**src/lcd_link_pkg.sv**
```systemverilog
// Shared constants and types for the segment LCD command link
package lcd_link_pkg;

  // ----------------------------------------
  // Geometry
  // ----------------------------------------
  localparam int SEG_COUNT = 50;
  localparam int COM_COUNT = 4;
  localparam int ADDR_W = 6;

  // ----------------------------------------
  // Link tokens
  // ----------------------------------------
  typedef enum logic [1:0] {
    TOK_BYTE,
    TOK_START,
    TOK_STOP
  } tok_kind_t;

  typedef struct packed {
    tok_kind_t kind;
    logic [7:0] data;
  } tok_t;

  // Host request kinds
  typedef enum logic [1:0] {
    OP_INIT,
    OP_DISP_ON,
    OP_RAM_WRITE,
    OP_DISP_OFF
  } host_op_t;

  // ----------------------------------------
  // Command bytes and fields
  // ----------------------------------------
  localparam logic [7:0] SLAVE_ADDR_BYTE = 8'h7c;
  localparam logic [7:0] SETUP_SOFT_RESET = 8'hea;
  localparam logic [7:0] SETUP_INT_OSC = 8'he9;
  localparam logic [7:0] MODE_DISP_OFF = 8'hc0;
  localparam logic [7:0] MODE_DISP_ON = 8'hc8;
  localparam logic [7:0] DISP_CTL_DEFAULT = 8'hbf;
  localparam logic [7:0] BLINK_OFF = 8'hf0;
  localparam logic [7:0] ALL_PIXEL_NORMAL = 8'hfc;
  localparam logic [7:0] VOL_UPPER_ZERO = 8'he0;
  localparam logic [7:0] VOL_LOWER_ZERO = 8'hf8;
  localparam logic [7:0] ADDR_SET_BASE = 8'h00;
  localparam int CONT_BIT = 7;
  localparam int SETUP_RESET_BIT = 1;
  localparam int SETUP_CLK_BIT = 0;
  localparam int SETUP_ADDR_BIT = 2;
  localparam int MODE_ENABLE_BIT = 3;
  localparam int MODE_BIAS_BIT = 2;
  localparam int SHORT_SEQ_LEN = 3;
  localparam int DISP_ON_SEQ_LEN = 8;

  // Reset values of control state
  localparam logic [1:0] BLINK_RESET = 2'h0;
  localparam logic [1:0] ALL_PIXEL_RESET = 2'h0;
  localparam logic [4:0] VOLUME_RESET = 5'h00;
  localparam logic [4:0] DISP_CTL_RESET = 5'h00;

  // ----------------------------------------
  // Timing
  // ----------------------------------------
  localparam int CLK_MHZ = 200;
  localparam int POWER_WAIT_US = 100;
  localparam int POWER_WAIT_CYCLES = POWER_WAIT_US * CLK_MHZ;

endpackage

```
**src/lcd_link_if.sv**
```systemverilog
// Token link between the host controller and the segment driver
`timescale 1ns/1ps
interface lcd_link_if import lcd_link_pkg::*; ();
  logic tok_valid;
  tok_kind_t tok_kind;
  logic [7:0] tok_data;
  logic tok_ready;

  modport host (output tok_valid, output tok_kind, output tok_data, input tok_ready);
  modport dev (input tok_valid, input tok_kind, input tok_data, output tok_ready);
endinterface

```
**src/lcd_seg_device.sv**
```systemverilog
// Segment driver end: command parser, display RAM and pattern output
`timescale 1ns/1ps

module lcd_seg_device import lcd_link_pkg::*; #(
  parameter int SEGS = SEG_COUNT
) (
  // Clock and reset
  input wire logic clk,
  input wire logic rst_b,
  // Link
  lcd_link_if.dev link,
  // Display side
  output logic [SEGS*COM_COUNT-1:0] seg_pattern,
  output logic display_on,
  output logic initialized,
  output logic [1:0] blink_mode,
  output logic [4:0] volume,
  output logic bias_third,
  output logic ext_clock
);

  // ----------------------------------------
  // Two-entry token buffer
  // ----------------------------------------
  tok_t buf_q [2];
  tok_t buf_d [2];
  logic wr_ptr_q, wr_ptr_d, rd_ptr_q, rd_ptr_d;
  logic [1:0] cnt_q, cnt_d;
  logic push, pop;
  tok_t head;

  assign link.tok_ready = (cnt_q != 2'd2);
  assign push = link.tok_valid && link.tok_ready;
  assign head = buf_q[rd_ptr_q];

  // Buffer next state
  always_comb begin
    buf_d = buf_q;
    wr_ptr_d = wr_ptr_q;
    rd_ptr_d = rd_ptr_q;
    cnt_d = cnt_q;
    if (push) begin
      buf_d[wr_ptr_q] = '{kind: link.tok_kind, data: link.tok_data};
      wr_ptr_d = ~wr_ptr_q;
    end
    if (pop) begin
      rd_ptr_d = ~rd_ptr_q;
    end
    cnt_d = cnt_q + {1'b0, push} - {1'b0, pop};
  end

  // Buffer registers
  always_ff @(posedge clk or negedge rst_b) begin
    if (!rst_b) begin
      buf_q[0] <= '{kind: TOK_BYTE, data: 8'h00};
      buf_q[1] <= '{kind: TOK_BYTE, data: 8'h00};
      wr_ptr_q <= 1'b0;
      rd_ptr_q <= 1'b0;
      cnt_q <= 2'd0;
    end else begin
      buf_q <= buf_d;
      wr_ptr_q <= wr_ptr_d;
      rd_ptr_q <= rd_ptr_d;
      cnt_q <= cnt_d;
    end
  end

  // ----------------------------------------
  // Command parser
  // ----------------------------------------
  typedef enum logic [2:0] {
    P_IDLE,
    P_ADDR,
    P_CMD,
    P_DATA,
    P_SKIP
  } parse_state_t;

  parse_state_t state_q, state_d;
  logic [ADDR_W-1:0] ptr_q, ptr_d;
  logic nib_q, nib_d;
  logic addr_hi_q, addr_hi_d;
  logic init_q, init_d;
  logic enable_q, enable_d;
  logic bias_q, bias_d;
  logic ext_clk_q, ext_clk_d;
  logic [1:0] blink_q, blink_d;
  logic [1:0] apctl_q, apctl_d;
  logic [4:0] vol_q, vol_d;
  logic [4:0] disp_ctl_q, disp_ctl_d;
  logic ram_we;
  logic [3:0] ram_wdata;
  logic have;
  logic [7:0] b;

  assign have = (cnt_q != 2'd0);
  assign b = head.data;
  // A data byte holds the head for two cycles, one per nibble
  assign pop = have && !(state_q == P_DATA && head.kind == TOK_BYTE && !nib_q);

  // Parser next state
  always_comb begin
    state_d = state_q;
    ptr_d = ptr_q;
    nib_d = nib_q;
    addr_hi_d = addr_hi_q;
    init_d = init_q;
    enable_d = enable_q;
    bias_d = bias_q;
    ext_clk_d = ext_clk_q;
    blink_d = blink_q;
    apctl_d = apctl_q;
    vol_d = vol_q;
    disp_ctl_d = disp_ctl_q;
    ram_we = 1'b0;
    ram_wdata = 4'h0;
    if (have) begin
      if (head.kind == TOK_START) begin
        state_d = P_ADDR;
        nib_d = 1'b0;
      end else if (head.kind == TOK_STOP) begin
        state_d = P_IDLE;
        nib_d = 1'b0;
      end else begin
        case (state_q)
          P_ADDR: begin
            state_d = (b == SLAVE_ADDR_BYTE) ? P_CMD : P_SKIP;
          end
          P_CMD: begin
            state_d = b[CONT_BIT] ? P_CMD : P_DATA;
            casez (b[6:0])
              7'b1101???: begin
                if (b[SETUP_RESET_BIT]) begin
                  // Soft reset: control state back to defaults, init flag set
                  init_d = 1'b1;
                  enable_d = 1'b0;
                  bias_d = 1'b0;
                  ext_clk_d = 1'b0;
                  blink_d = BLINK_RESET;
                  apctl_d = ALL_PIXEL_RESET;
                  vol_d = VOLUME_RESET;
                  disp_ctl_d = DISP_CTL_RESET;
                  ptr_d = '0;
                  addr_hi_d = 1'b0;
                end else begin
                  ext_clk_d = b[SETUP_CLK_BIT];
                  addr_hi_d = b[SETUP_ADDR_BIT];
                end
              end
              7'b1110???: blink_d = b[1:0];
              7'b1100???: vol_d = {b[2:0], vol_q[1:0]};
              7'b11110??: vol_d = {vol_q[4:2], b[1:0]};
              7'b11111??: apctl_d = b[1:0];
              7'b100????: begin
                enable_d = b[MODE_ENABLE_BIT];
                bias_d = b[MODE_BIAS_BIT];
              end
              7'b01?????: disp_ctl_d = b[4:0];
              7'b00?????: begin
                ptr_d = {addr_hi_q, b[4:0]};
                nib_d = 1'b0;
              end
              default: ;
            endcase
          end
          P_DATA: begin
            // Upper nibble first, then lower, pointer steps per nibble
            ram_we = 1'b1;
            ram_wdata = nib_q ? b[3:0] : b[7:4];
            nib_d = ~nib_q;
            ptr_d = (ptr_q >= ADDR_W'(SEGS - 1)) ? '0 : ptr_q + 1'b1;
          end
          default: ;
        endcase
      end
    end
  end

  // Parser registers
  always_ff @(posedge clk or negedge rst_b) begin
    if (!rst_b) begin
      state_q <= P_IDLE;
      ptr_q <= '0;
      nib_q <= 1'b0;
      addr_hi_q <= 1'b0;
      init_q <= 1'b0;
      enable_q <= 1'b0;
      bias_q <= 1'b0;
      ext_clk_q <= 1'b0;
      blink_q <= BLINK_RESET;
      apctl_q <= ALL_PIXEL_RESET;
      vol_q <= VOLUME_RESET;
      disp_ctl_q <= DISP_CTL_RESET;
    end else begin
      state_q <= state_d;
      ptr_q <= ptr_d;
      nib_q <= nib_d;
      addr_hi_q <= addr_hi_d;
      init_q <= init_d;
      enable_q <= enable_d;
      bias_q <= bias_d;
      ext_clk_q <= ext_clk_d;
      blink_q <= blink_d;
      apctl_q <= apctl_d;
      vol_q <= vol_d;
      disp_ctl_q <= disp_ctl_d;
    end
  end

  // ----------------------------------------
  // Display RAM, contents undefined until written
  // ----------------------------------------
  logic [COM_COUNT-1:0] ram_q [SEGS];

  // RAM write port, no reset by design
  always_ff @(posedge clk) begin
    if (ram_we && ptr_q < ADDR_W'(SEGS)) begin
      ram_q[ptr_q] <= ram_wdata;
    end
  end

  // ----------------------------------------
  // Pattern output, one nibble per segment
  // ----------------------------------------
  logic [SEGS*COM_COUNT-1:0] pat_q, pat_d;

  generate
    for (genvar s = 0; s < SEGS; s++) begin : g_seg
      // Bit c of address s drives backplane c of segment s
      always_comb begin
        if (!init_q || !enable_q || apctl_q[0]) begin
          pat_d[s*COM_COUNT +: COM_COUNT] = '0;
        end else if (apctl_q[1]) begin
          pat_d[s*COM_COUNT +: COM_COUNT] = '1;
        end else begin
          pat_d[s*COM_COUNT +: COM_COUNT] = ram_q[s];
        end
      end
    end
  endgenerate

  // Pattern register
  always_ff @(posedge clk or negedge rst_b) begin
    if (!rst_b) begin
      pat_q <= '0;
    end else begin
      pat_q <= pat_d;
    end
  end

  // Status outputs
  assign seg_pattern = pat_q;
  assign display_on = init_q && enable_q;
  assign initialized = init_q;
  assign blink_mode = blink_q;
  assign volume = vol_q;
  assign bias_third = bias_q;
  assign ext_clock = ext_clk_q;

endmodule // lcd_seg_device

```
**src/flat_wrapper.sv**
```systemverilog
// flat-port wrapper written by rule: the top's interface ports become plain ports
module lcd_seg_device_flat import lcd_link_pkg::*;
#(
  parameter int SEGS = SEG_COUNT
)
  (clk, rst_b, seg_pattern, display_on, initialized, blink_mode, volume, bias_third, ext_clock, link_tok_valid, link_tok_kind, link_tok_data, link_tok_ready);
  lcd_link_if link_i ();
  input wire logic clk;
  input wire logic rst_b;
  output logic [SEGS*COM_COUNT-1:0] seg_pattern;
  output logic display_on;
  output logic initialized;
  output logic [1:0] blink_mode;
  output logic [4:0] volume;
  output logic bias_third;
  output logic ext_clock;
  input wire logic [$bits(link_i.tok_valid)-1:0] link_tok_valid;
  input wire logic [$bits(link_i.tok_kind)-1:0] link_tok_kind;
  input wire logic [$bits(link_i.tok_data)-1:0] link_tok_data;
  output wire logic [$bits(link_i.tok_ready)-1:0] link_tok_ready;
  assign link_i.tok_valid = link_tok_valid;
  assign link_i.tok_kind = link_tok_kind;
  assign link_i.tok_data = link_tok_data;
  assign link_tok_ready = link_i.tok_ready;
  lcd_seg_device #(.SEGS(SEGS)) u_core (.clk(clk), .rst_b(rst_b), .link(link_i), .seg_pattern(seg_pattern), .display_on(display_on), .initialized(initialized), .blink_mode(blink_mode), .volume(volume), .bias_third(bias_third), .ext_clock(ext_clock));
endmodule
```
**config.mk**
```make
export PLATFORM = sky130hd
export DESIGN_NAME = lcd_seg_device_flat
export DESIGN_NICKNAME = d
export VERILOG_FILES = /design/src/lcd_link_pkg.sv /design/src/lcd_link_if.sv /design/src/lcd_seg_device.sv /design/src/flat_wrapper.sv
export SDC_FILE = /design/constraint.sdc
export NUM_CORES = 1
export LEC_CHECK = 0
export BUFFER_PORTS_ARGS = -buffer_cell sky130_fd_sc_hd__buf_2
export CAP_MARGIN = 20
export CORE_ASPECT_RATIO = 0.7
export CORE_MARGIN = 4
export CORE_UTILIZATION = 60
export DETAILED_ROUTE_END_ITERATION = 8
export GPL_TIMING_DRIVEN = 1
export PLACE_DENSITY = 0.94
export REMOVE_ABC_BUFFERS = 1
export SETUP_SLACK_MARGIN = 0.15
export SLEW_MARGIN = 10
export SYNTH_ARGS = -nofsm -noshare
export SYNTH_HDL_FRONTEND = slang
export SYNTH_SLANG_ARGS = --single-unit
```
**constraint.sdc**
```tcl
create_clock -name clk -period 9 [get_ports clk]
set_input_delay 0.9 -clock clk [delete_from_list [all_inputs] [get_ports clk]]
set_output_delay 0.9 -clock clk [all_outputs]
set_load 0.02 [all_outputs]
```
Yosys cells after proc, flatten, opt, wreduce, memory -nomap -nowiden:

Memories as Yosys holds them, arrays and structs flattened.
Index checks and enable logic that the tools add are counted.

* add/sub/neg operators: 3
* $lt $le $gt $ge: 5
* eq/ne operators: 17
* mux-type cells: 140
* bitwise logic cells: 9
* reductions and logical operators: 34

Operators by type and width (count)
* 4-bit 2-to-1 mux: 105
* 10-bit 2-to-1 mux: 4
* 6-bit AND reduction: 5
* 6-bit one-hot mux with 2 select lines: 2
* 20-bit bitwise mux: 1
* 5-bit one-hot mux with 3 select lines: 1
* 7-bit AND reduction: 2
* 2-bit nonzero test: 7
* 1-bit 2-to-1 mux: 13
* 4-bit equality test, second input constant: 3
* 6-bit 2-to-1 mux: 2
* 10-bit demux with 1-bit select: 1
* 5-bit equality test, second input constant: 2
* 3-bit 2-to-1 mux: 3
* 8-bit by 7-bit equality test with 1-bit output, second input constant: 1
* 2-bit one-hot mux with 2 select lines: 2
* 4-bit nonzero test: 2
* 1-bit logical AND: 7
* 1-bit inverter: 7
* 6-bit by 1-bit adder with 6-bit output, second input constant: 1
* 3-bit by 2-bit equality test with 1-bit output, second input constant: 2
* 6-bit greater-or-equal comparator, second input constant: 1
* 6-bit less-than comparator, second input constant: 1
* 3-bit by 2-bit != test with 1-bit output, second input constant: 2
* 22 further kinds: 31

* register bits after elaboration: 248
* memory bits (writable): 200
* input port bits: 13
* output and inout port bits: 212
* word-level logic and storage cells: 229
* memories kept: 1

Memory list
* u_core.ram_q: words 50, bits a word 4, rd ports 50, clocked after memory_dff 0, write ports 1, line lcd_seg_device.sv:213 `logic [COM_COUNT-1:0] ram_q [SEGS];`

Longest topological paths before layout:

* depth in word-level cells: 11
* gate-level depth with buffers: 11
* mapped depth without buffers: 8

Worst setup path before layout:

No wires, ideal clock.

* kind: reg-to-reg
* start: register u_core.rd_ptr_q
* end: memory u_core.ram_q[0][1] (data pin)
* library setup time: 0.610 ns
* data arrival time: 3.991 ns
* data required time: 8.390 ns
* setup slack: 4.399 ns
* cell stages (with the launch flop): 10
* buffers on the path: 3
* period minus slack after synthesis: 4.601 ns
* path through: dfrtp_1 -> buf_6 -> buf_2 -> buf_2 -> mux2i_1 -> inv_1 -> ha_1 -> nor2_1 -> nand3b_1 -> a211oi_1

* cells in the longest elaborated chain, start to end: 9
* elaborated cells between the ends (all ways): 11
* classes of those cells: eq/ne (2); mux (8); bitwise (1)

RTL lines
* start, declared: line lcd_seg_device.sv:27 `logic wr_ptr_q, wr_ptr_d, rd_ptr_q, rd_ptr_d;`
* start signal, assigned: line lcd_seg_device.sv:63 `rd_ptr_q <= rd_ptr_d;`
* 1-bit inverter with 2-bit output (not written as such) *: line lcd_seg_device.sv:34 `assign head = buf_q[rd_ptr_q];`
* 10-bit 2-to-1 mux (not written as such) * (3 in a row): line lcd_seg_device.sv:34
* 4-bit 2-to-1 mux: line lcd_seg_device.sv:169 `ram_wdata = nib_q ? b[3:0] : b[7:4];`
* 4-bit 2-to-1 mux: line lcd_seg_device.sv:125 `case (state_q)`
* 4-bit 2-to-1 mux: line lcd_seg_device.sv:121 `end else if (head.kind == TOK_STOP) begin`
* 4-bit 2-to-1 mux *: line lcd_seg_device.sv:118 `if (head.kind == TOK_START) begin`
* 4-bit 2-to-1 mux *: line lcd_seg_device.sv:117 `if (have) begin`
* net u_core.ram_wdata[1]: line lcd_seg_device.sv:92 `logic [3:0] ram_wdata;`
* end, declared: line lcd_seg_device.sv:213

The timed path passes the listed nets; every way through them passes the cells marked *. The select of a mux whose other input is x is not followed.

Worst setup path after layout:

* start: register u_core.rd_ptr_q
* end: memory u_core.ram_q[49][1] (enable)

* cells in the longest elaborated chain, start to end: 11
* elaborated cells between the ends (all ways): 12
* classes of those cells: eq/ne (2); mux (8); bitwise (1); reduce/logical (1)

RTL lines
* 1-bit inverter with 2-bit output (not written as such) *: line lcd_seg_device.sv:34
* 10-bit 2-to-1 mux (not written as such) * (3 in a row): line lcd_seg_device.sv:34
* 2-bit equality test: line lcd_seg_device.sv:121
* 1-bit 2-to-1 mux: line lcd_seg_device.sv:121
* 1-bit 2-to-1 mux *: line lcd_seg_device.sv:118
* 1-bit 2-to-1 mux *: line lcd_seg_device.sv:117
* 1-bit logical AND *: line lcd_seg_device.sv:217 `if (ram_we && ptr_q < ADDR_W'(SEGS)) begin`
* 1-bit 2-to-1 mux *: line lcd_seg_device.sv:217
* 1-bit 2-to-1 mux (not written as such) *: line lcd_seg_device.sv:218 `ram_q[ptr_q] <= ram_wdata;`

Every way passes the cells marked *; elsewhere a longest branch is shown, timed or not. The select of a mux whose other input is x is not followed.

==> run metrics <==
Detailed Route Iter0 Violations 1,004; first-pass GRT wire length 55,000 µm; Core Util, Final 71.6%; crit end category flop; Clk Latency, worst-skew pair 0.54 ns; PortBufs 224; Rows 49; DRC viols 0; clk sink count 448; hold crit path type in2async; TritonCTS Buffers 39; async set or reset register ratio after synthesis 55.4%; CP max FO 29; Setup TNS 0 ns; Crit path largest cell delay 1.07 ns; Gate Count Post-Synth 1,166; die width roughly 200 µm; startpoint types flop; Fin. Hold Viols 0; Core Area 0.0257 mm²; ys flop type dfrtp_1; total power 4420 µW; DP HPWL 22,600 µm; critical path data arrival time 4.46 ns; Total GRT Usage 24.8%; nets 1,406; ant diodes 0; vias in the first global route 9,647; P_leak 0.00845 µW; final slew viol count 0; power per cell area 240 mW/mm²; CP max stage cell dfrtp_1; clock buffer depth 3; Setup violations, final 0; Crit path required time just over 9 ns; status finished, final reports clean; VDD IR max 0.144 mV; synthesized area 0.0156 mm²; synth warn 0; TritonCTS clock tree yes; Setup Skew 0.0226 ns; sequential-to-total area share from yosys stat 78.1%; Die H 143 µm; CTS root buffer clkbuf_16; worst-margin pin slew approximately 1.1 ns; crit path time final 4.30 ns; max cap viols 0; EDFF count, synth 200; Layout area overhead 17.7%; post-CTS setup buffer count 0; fmax 233 MHz; post-place setup slack around 4.8 ns; Routed wire per std cell about 21 µm; total die area around 0.029 mm²; leading cell types in the layout, fill and taps excluded 471 x nor2_1, 247 x dfrtp_1, 223 x buf_2; proportion of layout cells with a drive suffix above 1 around 24%; H-tree depth 2; via count 9,807; gr ovfl total 0; setup ws final 4.70 ns; CP dominant cell by count nor3_1; RSZ-0062 raised after global routing no; Period Utilization, post-route roughly 48%; DR vias/cell 5.61; I/O Pins 225; Post-CTS Hold Fix Bufs 0; post-cts resize count 0; post-synthesis average cell area around 13 µm²; Starting Density 60.9%; commonest non-fill, non-tap cell in the layout nor2_1; initial antenna violation count 0; clk slew on worst S/H paths 0.06 ns; antenna viol nets, final 0; Detailed Route WL 35,900 µm; slew margin rel. a little over a quarter; Cell Chain, Critical Path mux2i_1, inv_1, ha_1, nor2_1, nand3b_1, nor3_1, nand2_1, nor3_1; Setup CP Type reg2reg; flops & latches, synth 448; pin count of the biggest net entering global routing approximately 130; Synth cell types 57; routability cong. 0.927; First-pass DRT Iterations 5
-- worst paths after layout --
check / startpoint / to / slack (ns) / cells after the start
max reg2reg: u_core.rd_ptr_q / u_core.ram_q[49][1] / 4.70 / 8
max: u_core.rd_ptr_q / u_core.ram_q[49][1] / 4.70 / 8
min in group clk: u_core.ram_q[46][0] / u_core.seg_pattern[184] / 0.46 / 2
max in group asynchronous: rst_b / u_core.apctl_q[1] / 7.08 / 2
min reg2reg: u_core.ram_q[46][0] / u_core.seg_pattern[184] / 0.46 / 2
min: rst_b / u_core.seg_pattern[98] / 0.45 / 1
-- sequential cells by signal (all words and copies together) (netlist names) --
register,cells
u_core.ram_q,200
u_core.seg_pattern,200
u_core.buf_q,20
u_core.ptr_q,6
u_core.volume,5
u_core.state_q,3
u_core.apctl_q,2
u_core.blink_mode,2
u_core.cnt_q,2
u_core.addr_hi_q,1
u_core.bias_third,1
u_core.enable_q,1
u_core.ext_clock,1
u_core.initialized,1
u_core.nib_q,1
u_core.rd_ptr_q,1
u_core.wr_ptr_q,1
-- routing by layer --
layer | up-vias | global-route usage [%] | share of wire, %
met5 | - | 0 | 0
met4 | 0 | 6.70 | 2.0
met3 | 60 | 6.88 | 11
met2 | 580 | 38.4 | 46
met1 | 4860 | 35.7 | 41
li1 | 4307 | - | -
-- stage by stage --
stage | hold WS (ns) | area (µm²) | std cells
final | 0.451 | 18400 | 1747
after global routing | 0.493 | 18400 | 1747
after CTS | 0.463 | 18400 | 1746
after detailed placement | 0.449 | 17100 | 1674
after global placement | 0.446 | 17100 | 1674
after floorplan | 0.437 | 15400 | 1110
-- Yosys cell counts, drive strengths merged, types with 2 or more instances --
master | n | area, µm²
xor2 | 4 | 35.0
mux2 | 31 | 357
a211oi | 4 | 30.0
a32o | 2 | 20.0
nor3b | 2 | 15.0
buf | 7 | 36.3
a21oi | 6 | 30.0
ha | 8 | 100
o2bb2ai | 2 | 17.5
inv | 11 | 41.3
o32a | 2 | 20.0
nand3b | 2 | 15.0
or3 | 2 | 12.5
o211ai | 3 | 27.5
or2 | 2 | 12.5
mux2i | 9 | 103
o32ai | 5 | 43.8
nor2b | 4 | 25.0
xnor2 | 5 | 43.8
nand2b | 5 | 31.3
o21ai | 13 | 65.1
and2 | 3 | 20.0
nor2 | 471 | 1770
nor3 | 11 | 60.1
edfxtp | 200 | 6010
clkbuf | 49 | 184
nand3 | 6 | 30.0
nor4 | 2 | 12.5
nand2 | 26 | 97.6
or3b | 2 | 17.5
dfrtp | 248 | 6210
a21o | 2 | 15.0
-- worst max-delay path, delay by kind of cell (launching register included) --
| family | cells | cell delay (ns) |
|---|---|---|
| buf+inv | 1 | 0.09 |
| simple gates | 5 | 2.12 |
| mux | 1 | 0.43 |
| fa+ha+maj | 1 | 0.25 |
| flops | 1 | 1.07 |
-- cells by family after synthesis --
group | synth area share (%)
AOI/OAI and AO/OA | 2.18
xor gates and xnor gates | 0.504
adders and majority gates | 0.640
buffers and inverters | 1.67
DFF | 78.1
muxes | 2.94
and+or+nand+nor | 14.0
-- power breakdown --
group | switching, µW | internal (µW) | total, µW | leakage, µW
registers | 99.6 | 2190 | 2290 | 0.00566
clock network | 713 | 939 | 1650 | 0.000632
logic | 283 | 191 | 474 | 0.00217
total | 1100 | 3320 | 4420 | 0.00845
-- layout make-up --
cell class,instances,area (µm²)
fill,1576,7290
sequential,448,12200
tap,331,414
inverter,11,41.3
timing repair buffer,234,1230
multi-input combinational,651,3220
clock buffer,57,1130
clock inverter,15,141
Power figures use the tool's default switching activity.
